`src/oag_pkg.sv`:
```
// Shared constants and carrier types for operand address generation
package oag_pkg;
  // ****************************************
  // Register codes and pairs
  // ****************************************
  localparam logic [2:0] REG_X = 3'h0;
  localparam logic [2:0] REG_A = 3'h1;
  localparam logic [2:0] REG_C = 3'h2;
  localparam logic [2:0] REG_B = 3'h3;
  localparam logic [1:0] ACCUMULATOR_PAIR = 2'h0;
  localparam logic [1:0] POINTER_PAIR     = 2'h2;
  localparam logic [1:0] BASE_PAIR        = 2'h3;
  localparam int         REG_COUNT        = 8;
  localparam int         BANK_COUNT       = 4;
  // ****************************************
  // Address windows
  // ****************************************
  localparam logic [6:0]  SHORT_TOP      = 7'h7f;
  localparam logic [7:0]  SHORT_SPLIT    = 8'h20;
  localparam logic [7:0]  SFR_PAGE       = 8'hff;
  localparam logic [7:0]  SFR_GAP_LO     = 8'hd0;
  localparam logic [7:0]  SFR_GAP_HI     = 8'hdf;
  localparam logic [15:0] RAM_WIN_LO     = 16'hfe20;
  localparam logic [15:0] RAM_WIN_HI     = 16'hfeff;
  localparam logic [15:0] SFR_WIN_LO     = 16'hff00;
  localparam logic [15:0] SFR_WIN_HI     = 16'hff1f;
  localparam logic [15:0] HSRAM_LO_DFLT  = 16'hfb00;
  localparam logic [15:0] HSRAM_HI_DFLT  = 16'hfeff;
  localparam logic [7:0]  OPC_LOAD_BASE_B = 8'hab;
  // ****************************************
  // Modes, implied operations, carriers
  // ****************************************
  typedef enum logic [3:0] {
    MODE_NONE = 4'h0, MODE_IMPLIED = 4'h1, MODE_REG8 = 4'h2,
    MODE_REG16 = 4'h3, MODE_DIRECT = 4'h4, MODE_SHORT = 4'h5,
    MODE_SFR = 4'h6, MODE_INDIRECT = 4'h7, MODE_BASED = 4'h8,
    MODE_BASED_IDX = 4'h9, MODE_STACK = 4'ha, MODE_OPCODE = 4'hb
  } mode_type;
  typedef enum logic [2:0] {
    UNSIGNED_BYTE_MULTIPLY = 3'h0, UNSIGNED_WORD_DIVIDE = 3'h1,
    DECIMAL_ADJUST_AFTER_ADD = 3'h2, DECIMAL_ADJUST_AFTER_SUB = 3'h3,
    NIBBLE_ROTATE_RIGHT = 3'h4, NIBBLE_ROTATE_LEFT = 3'h5
  } implied_type;
  typedef enum logic [1:0] {
    KIND_NONE = 2'h0, KIND_MEM = 2'h1, KIND_REG = 2'h2
  } kind_type;
  typedef struct packed {
    logic        valid;
    mode_type    mode;
    implied_type op;
    logic [2:0]  reg_code;
    logic        index_high;
    logic [7:0]  imm8;
    logic [15:0] absolute_address_field;
    logic [7:0]  opcode;
  } req_type;
  typedef struct packed {
    logic        valid;
    logic        pair;
    logic [2:0]  reg_code;
    logic [15:0] data;
  } wr_type;
  typedef struct packed {
    logic        valid;
    mode_type    mode;
    kind_type    kind;
    logic [15:0] addr;
    logic [4:0]  reg_index;
    logic [4:0]  src_index;
    logic        is_pair;
    logic        src_pair;
    logic        in_ram_window;
    logic        in_sfr_window;
    logic        unreachable;
    logic        stack_fault;
  } result_type;
endpackage

```
`src/window_mapper.sv`:
```
// Short direct and special-register window address mapping
`timescale 1ns/1ps
`default_nettype none
module window_mapper
  import oag_pkg::*;
(
  input  wire logic [7:0]  imm8,
  output logic      [15:0] short_ea,
  output logic      [15:0] sfr_ea,
  output logic             sfr_gap,
  output logic             in_ram,
  output logic             in_sfr
);
  function automatic logic in_range(input logic [15:0] a,
                                    input logic [15:0] lo,
                                    input logic [15:0] hi);
    in_range = (a >= lo) && (a <= hi);
  endfunction
  // ****************************************
  // Window decode
  // ****************************************
  wire bit8 = (imm8 < SHORT_SPLIT);
  assign short_ea = {SHORT_TOP, bit8, imm8};
  assign sfr_ea   = {SFR_PAGE, imm8};
  assign sfr_gap  = (imm8 >= SFR_GAP_LO) && (imm8 <= SFR_GAP_HI);
  assign in_ram   = in_range(short_ea, RAM_WIN_LO, RAM_WIN_HI);
  assign in_sfr   = in_range(short_ea, SFR_WIN_LO, SFR_WIN_HI);
endmodule
`default_nettype wire

```
`src/reg_bank_file.sv`:
```
// Banked general register file, current bank exposed as a flat view
`timescale 1ns/1ps
`default_nettype none
module reg_bank_file
  import oag_pkg::*;
#(
  parameter int BANKS = BANK_COUNT,
  parameter int REGS  = REG_COUNT
)(
  input  wire logic                   clk,
  input  wire logic                   rst,
  input  wire logic [1:0]             bank,
  input  wire wr_type                 wr,
  output wire logic [REGS*8-1:0]      view
);
  if (BANKS != 4 || REGS != 8) begin : g_bad_size
    $error("reg_bank_file supports four banks of eight bytes only");
  end
  logic [7:0] regs [BANKS*REGS];
  wire  [4:0] base = {bank, 3'h0};
  wire  [4:0] lo_i = wr.pair ? {bank, wr.reg_code[1:0], 1'b0}
                             : {bank, wr.reg_code};
  wire  [4:0] hi_i = {bank, wr.reg_code[1:0], 1'b1};
  // ****************************************
  // Storage and bank view
  // ****************************************
  always_ff @(posedge clk) begin
    if (rst) begin
      for (int i = 0; i < BANKS*REGS; i++) regs[i] <= 8'h00;
    end else if (wr.valid) begin
      regs[lo_i] <= wr.data[7:0];
      if (wr.pair) regs[hi_i] <= wr.data[15:8];
    end
  end
  for (genvar g = 0; g < REGS; g++) begin : g_view
    assign view[g*8 +: 8] = regs[base + 5'(g)];
  end
endmodule
`default_nettype wire

```
`src/operand_address_generator.sv`:
```
// Operand effective-address generator for the 8-bit core
`timescale 1ns/1ps
`default_nettype none
// Functional notes
// - Multiply: source A, product into accumulator pair
// - Divide: dividend and quotient in accumulator pair
// - Decimal adjust operates implicitly on A
// - Nibble rotate holds digits in A
// - Bank flags plus opcode code locate register
// - Three-bit byte code; two-bit pair code
// - Direct: 16-bit field used unchanged
// - Short direct reaches FE20H..FF1FH only
// - Address bit 8 set below 20H
// - Window splits into RAM and SFRs
// - SFR mode skips FFD0H..FFDFH gap
// - Indirect uses banked pointer or base pair
// - Based: base pair plus zero-extended byte
// - Based indexed: base pair plus B or C
// - Opcode ABH loads A from base pair plus B
// - Stack accesses confined to high-speed RAM
module operand_address_generator
  import oag_pkg::*;
#(
  parameter logic [15:0] HSRAM_LO = HSRAM_LO_DFLT,
  parameter logic [15:0] HSRAM_HI = HSRAM_HI_DFLT
)(
  input  wire logic        REF_CLK,
  input  wire logic        SYS_RST,
  input  wire logic        BANK_SELECT_BIT0,
  input  wire logic        BANK_SELECT_BIT1,
  input  wire req_type     REQ,
  input  wire wr_type      REG_WR,
  input  wire logic [15:0] SP,
  output var result_type   RESULT
);
  if (HSRAM_LO > HSRAM_HI) begin : g_bad_hsram
    $error("High-speed RAM bounds are reversed");
  end
  // ****************************************
  // Bank view and window decode
  // ****************************************
  wire [1:0]  bank = {BANK_SELECT_BIT1, BANK_SELECT_BIT0};
  wire [63:0] view;
  wire [15:0] short_ea;
  wire [15:0] sfr_ea;
  wire        sfr_gap;
  wire        in_ram;
  wire        in_sfr;

  reg_bank_file #(
    .BANKS (BANK_COUNT),
    .REGS  (REG_COUNT)
  ) u_regs (
    .clk  (REF_CLK),
    .rst  (SYS_RST),
    .bank (bank),
    .wr   (REG_WR),
    .view (view)
  );

  window_mapper u_win (
    .imm8     (REQ.imm8),
    .short_ea (short_ea),
    .sfr_ea   (sfr_ea),
    .sfr_gap  (sfr_gap),
    .in_ram   (in_ram),
    .in_sfr   (in_sfr)
  );

  function automatic logic [7:0] byte_of(input logic [63:0] v,
                                         input logic [2:0] code);
    byte_of = v[{code, 3'h0} +: 8];
  endfunction
  function automatic logic [15:0] pair_of(input logic [63:0] v,
                                          input logic [1:0] p);
    pair_of = {byte_of(v, {p, 1'b1}), byte_of(v, {p, 1'b0})};
  endfunction
  function automatic logic [4:0] byte_idx(input logic [1:0] b,
                                          input logic [2:0] code);
    byte_idx = {b, code};
  endfunction
  function automatic logic [4:0] pair_idx(input logic [1:0] b,
                                          input logic [1:0] p);
    pair_idx = {b, p, 1'b0};
  endfunction
  // ****************************************
  // Address arithmetic
  // ****************************************
  wire [15:0] base_val    = pair_of(view, BASE_PAIR);
  wire [15:0] pointer_val = pair_of(view, POINTER_PAIR);
  wire        use_ptr     = (REQ.reg_code[1:0] == POINTER_PAIR);
  wire [15:0] ptr         = use_ptr ? pointer_val : base_val;
  wire [7:0]  idx_b       = byte_of(view, REG_B);
  wire [7:0]  idx_c       = byte_of(view, REG_C);
  wire [7:0]  idx         = REQ.index_high ? idx_b : idx_c;
  // Carry out of bit 15 is dropped so the address wraps
  wire [16:0] based_s     = {1'b0, base_val} + {9'h000, REQ.imm8};
  wire [16:0] index_s     = {1'b0, base_val} + {9'h000, idx};
  wire [16:0] base_b_s    = {1'b0, base_val} + {9'h000, idx_b};
  wire [15:0] based_ea    = based_s[15:0];
  wire [15:0] index_ea    = index_s[15:0];
  wire [15:0] base_b_ea   = base_b_s[15:0];
  wire        opc_base_b  = (REQ.opcode == OPC_LOAD_BASE_B);
  wire        sp_ok       = (SP >= HSRAM_LO) && (SP <= HSRAM_HI);
  wire [4:0]  a_idx       = byte_idx(bank, REG_A);
  wire [4:0]  acc_idx     = pair_idx(bank, ACCUMULATOR_PAIR);
  // ****************************************
  // Result selection
  // ****************************************
  result_type next_result;
  always_comb begin
    next_result          = '0;
    next_result.valid    = REQ.valid;
    next_result.mode     = REQ.mode;
    next_result.kind     = KIND_NONE;
    if (REQ.valid) begin
      case (REQ.mode)
        MODE_IMPLIED: begin
          next_result.kind      = KIND_REG;
          next_result.src_index = a_idx;
          next_result.reg_index = a_idx;
          case (REQ.op)
            UNSIGNED_BYTE_MULTIPLY: begin
              next_result.reg_index = acc_idx;
              next_result.is_pair   = 1'b1;
            end
            UNSIGNED_WORD_DIVIDE: begin
              next_result.src_index = acc_idx;
              next_result.reg_index = acc_idx;
              next_result.src_pair  = 1'b1;
              next_result.is_pair   = 1'b1;
            end
            DECIMAL_ADJUST_AFTER_ADD,
            DECIMAL_ADJUST_AFTER_SUB: begin
              next_result.reg_index = a_idx;
            end
            NIBBLE_ROTATE_RIGHT,
            NIBBLE_ROTATE_LEFT: begin
              next_result.reg_index = a_idx;
            end
            default: begin
              next_result.kind = KIND_NONE;
            end
          endcase
        end
        MODE_REG8: begin
          next_result.kind      = KIND_REG;
          next_result.reg_index = byte_idx(bank, REQ.reg_code);
        end
        MODE_REG16: begin
          next_result.kind      = KIND_REG;
          next_result.is_pair   = 1'b1;
          next_result.reg_index = pair_idx(bank, REQ.reg_code[1:0]);
        end
        MODE_DIRECT: begin
          next_result.kind = KIND_MEM;
          next_result.addr = REQ.absolute_address_field;
        end
        MODE_SHORT: begin
          next_result.kind          = KIND_MEM;
          next_result.addr          = short_ea;
          next_result.in_ram_window = in_ram;
          next_result.in_sfr_window = in_sfr;
        end
        MODE_SFR: begin
          // Gap addresses are flagged and produce no access
          next_result.kind        = sfr_gap ? KIND_NONE : KIND_MEM;
          next_result.addr        = sfr_ea;
          next_result.unreachable = sfr_gap;
        end
        MODE_INDIRECT: begin
          next_result.kind = KIND_MEM;
          next_result.addr = ptr;
        end
        MODE_BASED: begin
          next_result.kind = KIND_MEM;
          next_result.addr = based_ea;
        end
        MODE_BASED_IDX: begin
          next_result.kind = KIND_MEM;
          next_result.addr = index_ea;
        end
        MODE_STACK: begin
          next_result.kind        = sp_ok ? KIND_MEM : KIND_NONE;
          next_result.addr        = SP;
          next_result.stack_fault = !sp_ok;
        end
        MODE_OPCODE: begin
          if (opc_base_b) begin
            next_result.kind      = KIND_MEM;
            next_result.mode      = MODE_BASED_IDX;
            next_result.addr      = base_b_ea;
            next_result.reg_index = a_idx;
          end else begin
            next_result.unreachable = 1'b1;
          end
        end
        default: begin
          next_result.unreachable = 1'b1;
        end
      endcase
    end
  end
  // ****************************************
  // Output register
  // ****************************************
  always_ff @(posedge REF_CLK) begin
    if (SYS_RST) RESULT <= '0;
    else         RESULT <= next_result;
  end

  wire req_imp = REQ.valid && REQ.mode == MODE_IMPLIED;
endmodule
`default_nettype wire

```
`config.mk`:
```
export PLATFORM = sky130hd
export DESIGN_NAME = operand_address_generator
export DESIGN_NICKNAME = d
export VERILOG_FILES = /design/src/oag_pkg.sv /design/src/window_mapper.sv /design/src/reg_bank_file.sv /design/src/operand_address_generator.sv
export SDC_FILE = /design/constraint.sdc
export NUM_CORES = 1
export LEC_CHECK = 0
export BUFFER_PORTS_ARGS = -buffer_cell sky130_fd_sc_hd__buf_2
export CORE_ASPECT_RATIO = 0.8
export CORE_MARGIN = 2
export CORE_UTILIZATION = 55
export CTS_CLUSTER_SIZE = 28
export DETAILED_ROUTE_END_ITERATION = 8
export PLACE_DENSITY = 0.78
export SLEW_MARGIN = 10
export SYNTH_ARGS = -nofsm -noshare
export SYNTH_HDL_FRONTEND = slang
export SYNTH_HIERARCHICAL = 1
export SYNTH_SLANG_ARGS = --single-unit
```
`constraint.sdc`:
```
create_clock -name REF_CLK -period 4.2 [get_ports REF_CLK]
set_input_delay 0.84 -clock REF_CLK [delete_from_list [all_inputs] [get_ports REF_CLK]]
set_output_delay 0.84 -clock REF_CLK [all_outputs]
set_load 0.01 [all_outputs]
```
# Yosys cells after proc, flatten, opt, wreduce, memory -nomap -nowiden
# Memory sizes are Yosys's and may differ from the RTL's.
# Index checks and enable logic that the tools add are counted.
dict set report classes {
  addsub 9
  magnitude_cmp 9
  n_eq_ne 18
  muxes 38
  bitwise_logic 4
  reduce_logical 17
}
# operator count
set ops {}
lappend ops {{case mux 16 bit (8 select lines)} 1}
lappend ops {{adder 16 x 8 -> 16 bit} 3}
lappend ops {{greater-or-equal comparator 16 bit, second input constant} 3}
lappend ops {{<= comparator 16 bit, second input constant} 3}
lappend ops {{2-to-1 mux 38 bit} 1}
lappend ops {{2-to-1 mux 27 bit} 1}
lappend ops {{2-to-1 mux 8 bit} 3}
lappend ops {{adder 5 x 3 -> 5 bit, second input constant} 4}
lappend ops {{2-to-1 mux 1 bit} 20}
lappend ops {{case mux 5 bit (4 select lines)} 1}
lappend ops {{equality test 4 x 3 -> 1 bit, second input constant} 4}
lappend ops {{equality test 4 bit, second input constant} 4}
lappend ops {{2-to-1 mux 16 bit} 1}
lappend ops {{OR reduction 8 bit} 2}
lappend ops {{2-to-1 mux 5 bit} 3}
lappend ops {{case mux 2 bit (6 select lines)} 1}
lappend ops {{adder 5 x 2 -> 5 bit, second input constant} 2}
lappend ops {{OR reduction 3 bit} 3}
lappend ops {{OR reduction 9 bit} 1}
lappend ops {{equality test 4 x 2 -> 1 bit, second input constant} 2}
lappend ops {{equality test 8 bit, second input constant} 1}
lappend ops {{greater-or-equal comparator 8 bit, second input constant} 1}
lappend ops {{<= comparator 8 bit, second input constant} 1}
lappend ops {{< comparator 8 x 6 -> 1 bit, second input constant} 1}
lappend ops {{other kinds (17)} 28}
dict set report word_totals {
  reg_bits 39
  ramBits 256
  in_bits 85
  out_inout_bits 39
  memories 1
}
# memory depth width rd rd_ports_with_merged_regs write_ports line_no
set mem_list {}
lappend mem_list {u_regs.regs 32 8 6 0 32 reg_bank_file.sv:19} ;# logic [7:0] regs [BANKS*REGS];

# Longest topological paths before layout
# Gate-level depths: netlist of the first run.
dict set report depth {
  ltp_word 6
  depth_mapped 16
}

# Hierarchy
# Netlist of the first run, hierarchy kept.
# mod n_inst cells_per_inst area_each_um2 seq_area_each_um2
set modules_own_cells {}
lappend modules_own_cells {reg_bank_file 1 799 11628.7 7687.4}
lappend modules_own_cells {operand_address_generator 1 456 3360.7 740.7}
lappend modules_own_cells {window_mapper 1 37 270.3 0.0}

# Worst setup path before layout of the first run
# OpenSTA, ideal clock, no wires.
dict set report synth_path {
  path_type {input-to-reg}
  start {in BANK_SELECT_BIT0}
  end {reg RESULT[27] (netlist bit)}
  setup_ns 0.122
  arrival_ns 3.518
  required_ns 4.078
  slack_ns 0.561
  path_stages 12
  path_buffers 2
  path_cell_list {buf_2 > buf_2 > mux4_2 > mux2i_1 > o21ai_0 > ha_1 > a21oi_1 > nand2_1 > o211ai_1 > a21oi_1 > nor3b_1 > o311a_1}
}
dict set report synth_via {
  elab_chain_len 5
  elab_cells_between_ends 13
  classes_between {add/sub (8); mux (4); memory (1)}
}
# element line_no
set synth_rtl {}
lappend synth_rtl {{from (decl)} operand_address_generator.sv:29} ;# input wire logic BANK_SELECT_BIT0,
lappend synth_rtl {{adder 5 x 2 -> 5 bit (*)} reg_bank_file.sv:36} ;# assign view[g*8 +: 8] = regs[base + 5'(g)];
lappend synth_rtl {{memory read (32 x 8 bit) (*)} --}
lappend synth_rtl {{net view[28]} operand_address_generator.sv:43} ;# wire [63:0] view;
lappend synth_rtl {{adder 16 x 8 -> 16 bit / 2-to-1 mux 8 bit (equally long branches)} {operand_address_generator.sv:99, operand_address_generator.sv:95}}
lappend synth_rtl {{2-to-1 mux 27 bit / adder 16 x 8 -> 16 bit (equally long branches)} {operand_address_generator.sv:189, operand_address_generator.sv:98}}
lappend synth_rtl {{case mux 16 bit (8 select lines) (*)} operand_address_generator.sv:117} ;# case (REQ.mode)
lappend synth_rtl {{to (signal assigned)} operand_address_generator.sv:209} ;# else RESULT <= next_result;
lappend synth_rtl {{to (decl)} operand_address_generator.sv:34} ;# output var result_type RESULT
# The timed path passes the listed nets; every way through them passes the cells marked *.
# A chain may end at the register's enable or synchronous reset.

# Final worst setup path of the first run
dict set report layout_path {
  start {in BANK_SELECT_BIT0}
  end {reg RESULT[27] (netlist bit)}
}
dict set report layout_via {
  elab_chain_len 5
  elab_cells_between_ends 13
  classes_between {add/sub (8); mux (4); memory (1)}
}
# element line_no
set layout_rtl {}
lappend layout_rtl {{adder 5 x 3 -> 5 bit (*)} reg_bank_file.sv:36}
lappend layout_rtl {{memory read (32 x 8 bit) (*)} --}
lappend layout_rtl {{net view[50]} operand_address_generator.sv:43}
lappend layout_rtl {{adder 16 x 8 -> 16 bit} operand_address_generator.sv:99} ;# wire [16:0] base_b_s = {1'b0, base_val} + {9'h000, idx_b};
lappend layout_rtl {{2-to-1 mux 27 bit} operand_address_generator.sv:189} ;# if (opc_base_b) begin
lappend layout_rtl {{case mux 16 bit (8 select lines) (*)} operand_address_generator.sv:117}
# Marks and branches as above.

==> results of run 1 <==
[final timing paths]
path	depth (start not counted)	end	from	slack (ns)
worst max-delay path	10	RESULT[27]$_SDFF_PP0_	BANK_SELECT_BIT0	0.53
worst min-delay path	2	RESULT[6]$_SDFF_PP0_	REQ[36]	0.52
worst min register to register	3	RESULT[31]$_SDFF_PP0_	u_regs/regs[23][7]$_DFFE_PP_	0.87
worst max register to register	10	RESULT[24]$_SDFF_PP0_	u_regs/regs[18][7]$_SDFFCE_PN0P_	1.14
[worst reg2reg max path, cell delays in order (launching register included)]
cell,delay (ns)
edfxtp_1,0.41
mux4_2,0.51
mux2i_1,0.22
o21ai_0,0.11
ha_1,0.37
a21o_1,0.21
a31o_2,0.21
a21oi_2,0.32
a211oi_1,0.16
or3_1,0.37
o31ai_1,0.07
[where the power goes]
part	switching (W)	internal (W)
Clock	0.000870	0.00107
Combinational	0.000530	0.000328
Sequential	0.0000411	0.00258
Total	0.00144	0.00398
[layout make-up]
type	instances	area (um^2)	share of cell area
clock buffer	28	594	0.0426
clock inverter	10	97.6	0.00700
inverter	12	45.0	0.00323
multi-input combinational	768	5300	0.380
sequential	229	6510	0.467
tap	306	383	0.0275
timing repair buffer	175	1010	0.0727
[state kept, by name (all words and copies together) (netlist names)]
register	flops
RESULT	37
u_regs/regs	192
[metrics by stage]
step	utilization	hold WS (ns)	cell area [um^2]
CTS	0.621	0.519	13900
floorplan	-	0.739	12600
global route	0.621	0.526	13900
global placement	0.590	0.841	13200
finish	0.621	0.524	13900
detailed placement	0.590	0.831	13200
[layer usage]
metal	part of all wire	global-route usage	up-vias
li1	-	-	4244
met1	0.41	0.431	4585
met2	0.44	0.438	688
met3	0.13	0.0663	70
met4	0.020	0.0660	0
met5	0	0	-
[placed cells by master, fill, tap and decap left out, types with 21 or more instances in the layout]
cell       instances
a21oi_1           34
buf_2            120
buf_4             55
clkbuf_16         23
dfxtp_1           37
edfxtp_1         192
mux2i_1           21
mux4_2            50
nand2_1          110
nor2_1           222
nor3_1            22
o21ai_0           45
==> flow_metrics.py, run 1 <==
metrics = {
    "cells_and_area": {
        "drive_above_1_share": 0.234,
        "final_cells": 1528,
        "fillers": 1771,
        "nNetsFinal": 1316,
        "area_delta_synth_final_pct": 11.3,
        "diodes": 0,
    },
    "worst_setup_path": {
        "crit_slowest_cell": "mux4_2",
        "cp.required_ns": 4.62,
        "cp_cell_sequence": "buf_4, buf_4, mux4_2, ha_1, a211oi_1, o31ai_1, a21boi_1, nor4_1, nand3b_1, o311a_1",
        "cp_top_family": "compound AO/OA/AOI/OAI gates",
        "crit_type": "in2reg",
        "crit_path_max_fanout": 34,
        "cp-end-kind": "flop",
        "crit_buf_inv": 2,
        "cp.arrival_ns": 4.09,
        "max_stage_delay_ns": 0.58,
        "cp_common_cell": "buf_4",
        "critPathLaunchType": "input pin",
    },
    "floorplan": {
        "core_area_mm2": 0.0224,
        "rows": 49,
        "ios": 124,
        "die_h_um": 139,
        "start_util": 0.558,
        "dieArea_mm2": 0.0240,
        "die-width_um": 173,
    },
    "drt": {
        "vias": 9587,
        "drt_wl_total_um": 35400,
        "viasPerCell": 6.27,
        "ant_nets": 0,
        "drc": 0,
        "drt_iter0_markers": 1352,
        "dr.pass1.iters": 5,
        "wire_per_inst_um": 23.2,
    },
    "cts": {
        "cts-resized-gates": 0,
        "cts.sinks": 229,
        "cts_tree": "built",
        "root_buffer": "clkbuf_16",
        "clock_latency_ns": 0.53,
        "clk_pin_slew_ns": 0.07,
        "htreeDepth": 1,
        "cts_buffer_depth": 3,
        "cts_hold_buf": 0,
        "post_cts_buffers": 0,
        "numCtsBuffers": 23,
    },
    "placed_design": {
        "gp_congestion": 0.941,
        "placed_cells": 1490,
        "dpl_worst_slack_ns": 0.0243,
        "port_buffers": 121,
        "dp_hpwl_um": 25400,
    },
    "yosys": {
        "postSynthAreaPerCell_um2": 11.2,
        "yosys_warnings": 6,
        "netlist_instances": 1122,
        "synth_area_mm2": 0.0125,
    },
    "pwr": {
        "vdd_drop_max_mv": 0.272,
        "total_power_w": 0.00542,
        "leakagePower_nw": 5.12,
        "power.density_mw_per_mm2": 389,
    },
    "timing": {
        "rsz0062_at_grt": "no",
        "final.setup_skew_ns": 0.00775,
        "layout_min_cycle_time_ns": 3.67,
        "finalSetupViolCount": 0,
        "timing.fmax_mhz": 273,
        "period_share": 0.874,
        "hold_viol_final": 0,
        "fin_ws_ns": 0.531,
        "worst_pin_slew_ns": 1.00,
        "relSlewSlack": 0.334,
        "slew_viol_final": 0,
        "setup_tns_ns": 0,
    },
    "job": {
        "drv_cap": 0,
    },
    "global_routing": {
        "grt_pass1_vias": 9003,
        "grt_pass1_wl_um": 53100,
        "grtUsageTotal": 0.290,
        "grt_antenna_before_repair": 0,
        "grt_max_degree": 42,
        "grt_overflow": 0,
    },
    "worst_hold_path": {
        "min_path_type": "in2reg",
    },
    "outcome": {
        "outcome": "finished, final reports clean",
    },
}
(Power assumes the default switching activity.)
==> run 2, diff against run 1 <==
--- a/config.mk
+++ b/config.mk
@@ -8,10 +8,10 @@
 export BUFFER_PORTS_ARGS = -buffer_cell sky130_fd_sc_hd__buf_2
 export CORE_ASPECT_RATIO = 0.8
 export CORE_MARGIN = 2
-export CORE_UTILIZATION = 55
+export CORE_UTILIZATION = 45
 export CTS_CLUSTER_SIZE = 28
 export DETAILED_ROUTE_END_ITERATION = 8
-export PLACE_DENSITY = 0.78
+export PLACE_DENSITY = 0.67
 export SLEW_MARGIN = 10
 export SYNTH_ARGS = -nofsm -noshare
 export SYNTH_HDL_FRONTEND = slang
==> flow_metrics.py, run 2 (synthesized netlist as in run 1, its figures left out) <==
metrics = {
    "outcome": {
        "outcome": "finished, final reports clean",
    },
    "worst_setup_path": {
        "r2r_setup_slack_ns": 1.14,
        "cp_common_cell": "buf_4",
        "critPathLaunchType": "input pin",
        "max_stage_delay_ns": 0.59,
        "reg2reg_to": "RESULT[24]$_SDFF_PP0_",
        "cp-end-kind": "flop",
        "cp_cell_sequence": "buf_4, buf_4, mux4_2, ha_1, a21o_1, a31o_2, a21oi_2, a211oi_1, or3_1, o31ai_1",
        "crit_type": "in2reg",
        "rr_worst_depth": 10,
        "cp_top_family": "compound AO/OA/AOI/OAI gates",
        "crit_slowest_cell": "mux4_2",
        "crit_buf_inv": 2,
        "cp.required_ns": 4.64,
        "cp.arrival_ns": 3.96,
        "r2r-start": "u_regs/regs[18][5]$_SDFFCE_PN0P_",
        "crit_path_max_fanout": 26,
    },
    "pwr": {
        "vdd_drop_max_mv": 0.336,
        "total_power_w": 0.00562,
        "leakagePower_nw": 5.20,
        "power.density_mw_per_mm2": 398,
    },
    "global_routing": {
        "grt_overflow": 0,
        "grt_pass1_wl_um": 54200,
        "grt_max_degree": 42,
        "grtUsageTotal": 0.247,
        "grt_antenna_before_repair": 1,
        "grt_pass1_vias": 8820,
    },
    "floorplan": {
        "dieArea_mm2": 0.0292,
        "die_h_um": 153,
        "ios": 124,
        "core_area_mm2": 0.0273,
        "die-width_um": 190,
        "start_util": 0.459,
        "rows": 54,
    },
    "worst_hold_path": {
        "min_path_cells": 2,
        "min_path_type": "in2reg",
        "min_to": "RESULT[6]$_SDFF_PP0_",
        "min_from": "REQ[36]",
    },
    "drt": {
        "dr.pass1.iters": 5,
        "drt_iter0_markers": 1249,
        "vias": 9384,
        "drt_wl_total_um": 36300,
        "ant_nets": 0,
        "wire_per_inst_um": 22.8,
        "viasPerCell": 5.89,
        "drc": 0,
    },
    "cells_and_area": {
        "final_cells": 1594,
        "diodes": 0,
        "final_common_cell": "nor2_1",
        "largest-register": "u_regs/regs",
        "largest_reg_flops": 192,
        "drive_above_1_share": 0.239,
        "fillers": 2394,
        "postLayoutCoreUtil": 0.517,
        "nNetsFinal": 1320,
        "final_cell_mix": "nor2_1, edfxtp_1, buf_2",
        "top_regs": "u_regs/regs (192), RESULT (37)",
        "area_delta_synth_final_pct": 12.8,
    },
    "cts": {
        "numCtsBuffers": 24,
        "post_cts_buffers": 0,
        "root_buffer": "clkbuf_16",
        "htreeDepth": 1,
        "cts.sinks": 229,
        "cts_hold_buf": 0,
        "cts_buffer_depth": 3,
        "clock_latency_ns": 0.54,
        "cts_tree": "built",
        "cts-resized-gates": 0,
        "clk_pin_slew_ns": 0.06,
    },
    "timing": {
        "period_share": 0.839,
        "rsz0062_at_grt": "no",
        "relSlewSlack": 0.260,
        "final.setup_skew_ns": 0.0175,
        "worst_pin_slew_ns": 1.11,
        "finalSetupViolCount": 0,
        "hold_viol_final": 0,
        "layout_min_cycle_time_ns": 3.53,
        "slew_viol_final": 0,
        "timing.fmax_mhz": 284,
        "setup_tns_ns": 0,
    },
    "placed_design": {
        "port_buffers": 121,
        "dp_hpwl_um": 26100,
        "placed_cells": 1551,
        "gp_congestion": 0.955,
    },
    "job": {
        "drv_cap": 0,
    },
}
## run 2: cell types whose count changed in the layout (fill, tap and decap cells not counted), sizes merged
cell / delta
bufinv: +2
clkbuf: -1
clkinvlp: -4
clkinv: +9
inv: -1
buf: +3
## run 2: power breakdown
group	switching (W)	internal (W)
Combinational	0.000535	0.000332
Clock	0.000905	0.00124
Sequential	0.0000378	0.00258
Total	0.00148	0.00415
## run 2: cell type report
| class | instances | area [um^2] | area share |
|---|---|---|---|
| Clock buffer | 27 | 612 | 0.0433 |
| Clock inverter | 16 | 178 | 0.0126 |
| Inverter | 12 | 45.0 | 0.00319 |
| Multi-Input combinational cell | 768 | 5290 | 0.375 |
| Sequential cell | 229 | 6510 | 0.461 |
| Tap cell | 364 | 455 | 0.0322 |
| Timing Repair Buffer | 178 | 1040 | 0.0734 |
## run 2: how the worst max path moves through the flow
| stage | cells after the start | from | to | slack, ns |
|---|---|---|---|---|
| 5_1_grt | 12 | BANK_SELECT_BIT0 | RESULT[24]$_SDFF_PP0_ | 0.50 |
| 2_1_floorplan | 12 | BANK_SELECT_BIT0 | RESULT[27]$_SDFF_PP0_ | 0.56 |
| 6_report | 10 | BANK_SELECT_BIT0 | RESULT[24]$_SDFF_PP0_ | 0.67 |
| 4_1_cts | 10 | BANK_SELECT_BIT0 | RESULT[24]$_SDFF_PP0_ | 0.71 |
| 3_5_place_dp | 10 | BANK_SELECT_BIT0 | RESULT[27]$_SDFF_PP0_ | 0.16 |
| 3_3_place_gp | 10 | BANK_SELECT_BIT0 | RESULT[27]$_SDFF_PP0_ | 0.20 |
## run 2: metrics by stage
step           worst slack [ns]  cell area (um^2)  hold WS (ns)
3_3_place_gp              0.203             13300         0.801
4_1_cts                   0.714             14100         0.493
6_report                  0.675             14100         0.507
2_1_floorplan             0.561             12600         0.739
5_1_grt                   0.501             14100         0.521
3_5_place_dp              0.164             13300         0.813
## run 2: layer usage
metal | GRT usage | wire length (um)
met5 | 0 | 13
met4 | 0.0550 | 736
met3 | 0.0592 | 4040
met2 | 0.361 | 15500
met1 | 0.371 | 16000
==> run 3, diff against run 2 <==
==> constraint.sdc (replaced) <==
create_clock -name REF_CLK -period 3.55 [get_ports REF_CLK]
set_input_delay 0.71 -clock REF_CLK [delete_from_list [all_inputs] [get_ports REF_CLK]]
set_output_delay 0.71 -clock REF_CLK [all_outputs]
set_load 0.01 [all_outputs]
==> flow_metrics.py, run 3 (synthesized netlist as in run 1, its figures left out) <==
metrics = {
    "cts": {
        "root_buffer": "clkbuf_16",
        "cts_hold_buf": 0,
        "post_cts_buffers": 0,
        "cts-resized-gates": 0,
        "cts_tree": "built",
        "numCtsBuffers": 24,
        "clock_latency_ns": 0.55,
        "htreeDepth": 1,
        "cts_buffer_depth": 3,
        "cts.sinks": 229,
        "clk_pin_slew_ns": 0.06,
    },
    "worst_setup_path": {
        "cp_cell_sequence": "buf_4, buf_4, mux4_2, ha_1, a21o_1, a31o_2, a21oi_2, a211oi_1, or3_1, o31ai_1",
        "cp_top_family": "compound AO/OA/AOI/OAI gates",
        "crit_path_max_fanout": 22,
        "crit_buf_inv": 2,
        "crit_type": "in2reg",
        "crit_slowest_cell": "mux4_2",
        "cp.required_ns": 4.00,
        "cp-end-kind": "flop",
        "max_stage_delay_ns": 0.55,
        "cp_common_cell": "buf_4",
        "critPathLaunchType": "input pin",
        "cp.arrival_ns": 3.66,
    },
    "timing": {
        "period_share": 0.906,
        "setup_tns_ns": 0,
        "layout_min_cycle_time_ns": 3.22,
        "relSlewSlack": 0.326,
        "timing.fmax_mhz": 311,
        "rsz0062_at_grt": "no",
        "worst_pin_slew_ns": 1.01,
        "final.setup_skew_ns": 0.0247,
        "slew_viol_final": 0,
        "fin_ws_ns": 0.332,
        "hold_viol_final": 0,
        "finalSetupViolCount": 0,
    },
    "floorplan": {
        "ios": 124,
        "start_util": 0.459,
        "dieArea_mm2": 0.0292,
        "core_area_mm2": 0.0273,
        "rows": 54,
        "die_h_um": 153,
        "die-width_um": 190,
    },
    "global_routing": {
        "grt_max_degree": 42,
        "grt_overflow": 0,
        "grt_antenna_before_repair": 0,
        "grt_pass1_wl_um": 55100,
        "grt_pass1_vias": 9052,
        "grtUsageTotal": 0.250,
    },
    "worst_hold_path": {
        "min_path_type": "in2reg",
    },
    "drt": {
        "ant_nets": 0,
        "viasPerCell": 5.84,
        "drc": 0,
        "vias": 9650,
        "drt_wl_total_um": 36900,
        "wire_per_inst_um": 22.4,
        "drt_iter0_markers": 1187,
        "dr.pass1.iters": 5,
    },
    "cells_and_area": {
        "largest_reg_flops": 192,
        "final_cells": 1652,
        "area_delta_synth_final_pct": 16.3,
        "top_regs": "u_regs/regs (192), RESULT (37)",
        "largest-register": "u_regs/regs",
        "postLayoutCoreUtil": 0.533,
        "diodes": 0,
        "final_common_cell": "nor2_1",
        "drive_above_1_share": 0.270,
        "fin_area_mm2": 0.0146,
        "final_cell_mix": "nor2_1, edfxtp_1, buf_2",
        "nNetsFinal": 1377,
    },
    "placed_design": {
        "placed_area_mm2": 0.0138,
        "gp_congestion": 0.890,
        "placed_cells": 1608,
        "dp_hpwl_um": 27800,
        "dpl_worst_slack_ns": -0.195,
        "port_buffers": 121,
    },
    "pwr": {
        "power.density_mw_per_mm2": 458,
        "vdd_drop_max_mv": 0.363,
        "leakagePower_nw": 5.47,
    },
    "job": {
        "drv_cap": 0,
    },
    "outcome": {
        "outcome": "finished, final reports clean",
    },
}
## run 3: power by group
part / internal [W] / total [W] / switching [W]
clock: 0.00138 / 0.00243 / 0.00105
combinational: 0.000492 / 0.00114 / 0.000652
sequential: 0.00305 / 0.00309 / 0.0000451
## run 3: path summary, 6_finish.rpt
kind,depth (start not counted),slack (ns),start,endpoint
setup / recovery,10,0.33,BANK_SELECT_BIT0,RESULT[24]$_SDFF_PP0_
hold / removal,2,0.40,REQ[36],RESULT[6]$_SDFF_PP0_
setup reg to reg,10,0.59,u_regs/regs[19][5]$_DFFE_PP_,RESULT[24]$_SDFF_PP0_
hold reg to reg,3,0.87,u_regs/regs[7][7]$_DFFE_PP_,RESULT[31]$_SDFF_PP0_
## run 3: area by class of cell
cell class,count,area [um^2]
fill,2418,12700
sequential,229,6510
multi-input combinational,768,5290
timing repair buffer,235,1500
clock buffer,33,656
tap,364,455
clock inverter,11,106
inverter,12,45.0
## run 3: routing by layer
metal | vias to the layer above | GRT usage | part of all wire
li1 | 4374 | - | -
met1 | 4701 | 0.377 | 0.45
met2 | 524 | 0.368 | 0.43
met3 | 51 | 0.0560 | 0.10
met4 | 0 | 0.0576 | 0.023
met5 | - | 0 | 0
## run 3: through the flow
step           hold slack (ns)  power (W)
6_report                 0.396    0.00667
5_1_grt                  0.397    0.00689
4_1_cts                  0.379    0.00668
3_5_place_dp             0.850    0.00427
3_3_place_gp             0.820    0.00426
2_1_floorplan            0.739    0.00382
## run 3: worst reg2reg max path: cells and delay by family (launching register included)
kind / cells / cell delay [ns]
flip-flops: 1 / 0.38
AO/OA/AOI/OAI: 6 / 1.17
AND/OR/NAND/NOR: 1 / 0.39
multiplexers: 2 / 0.63
adder cells (fa/ha/maj): 1 / 0.32
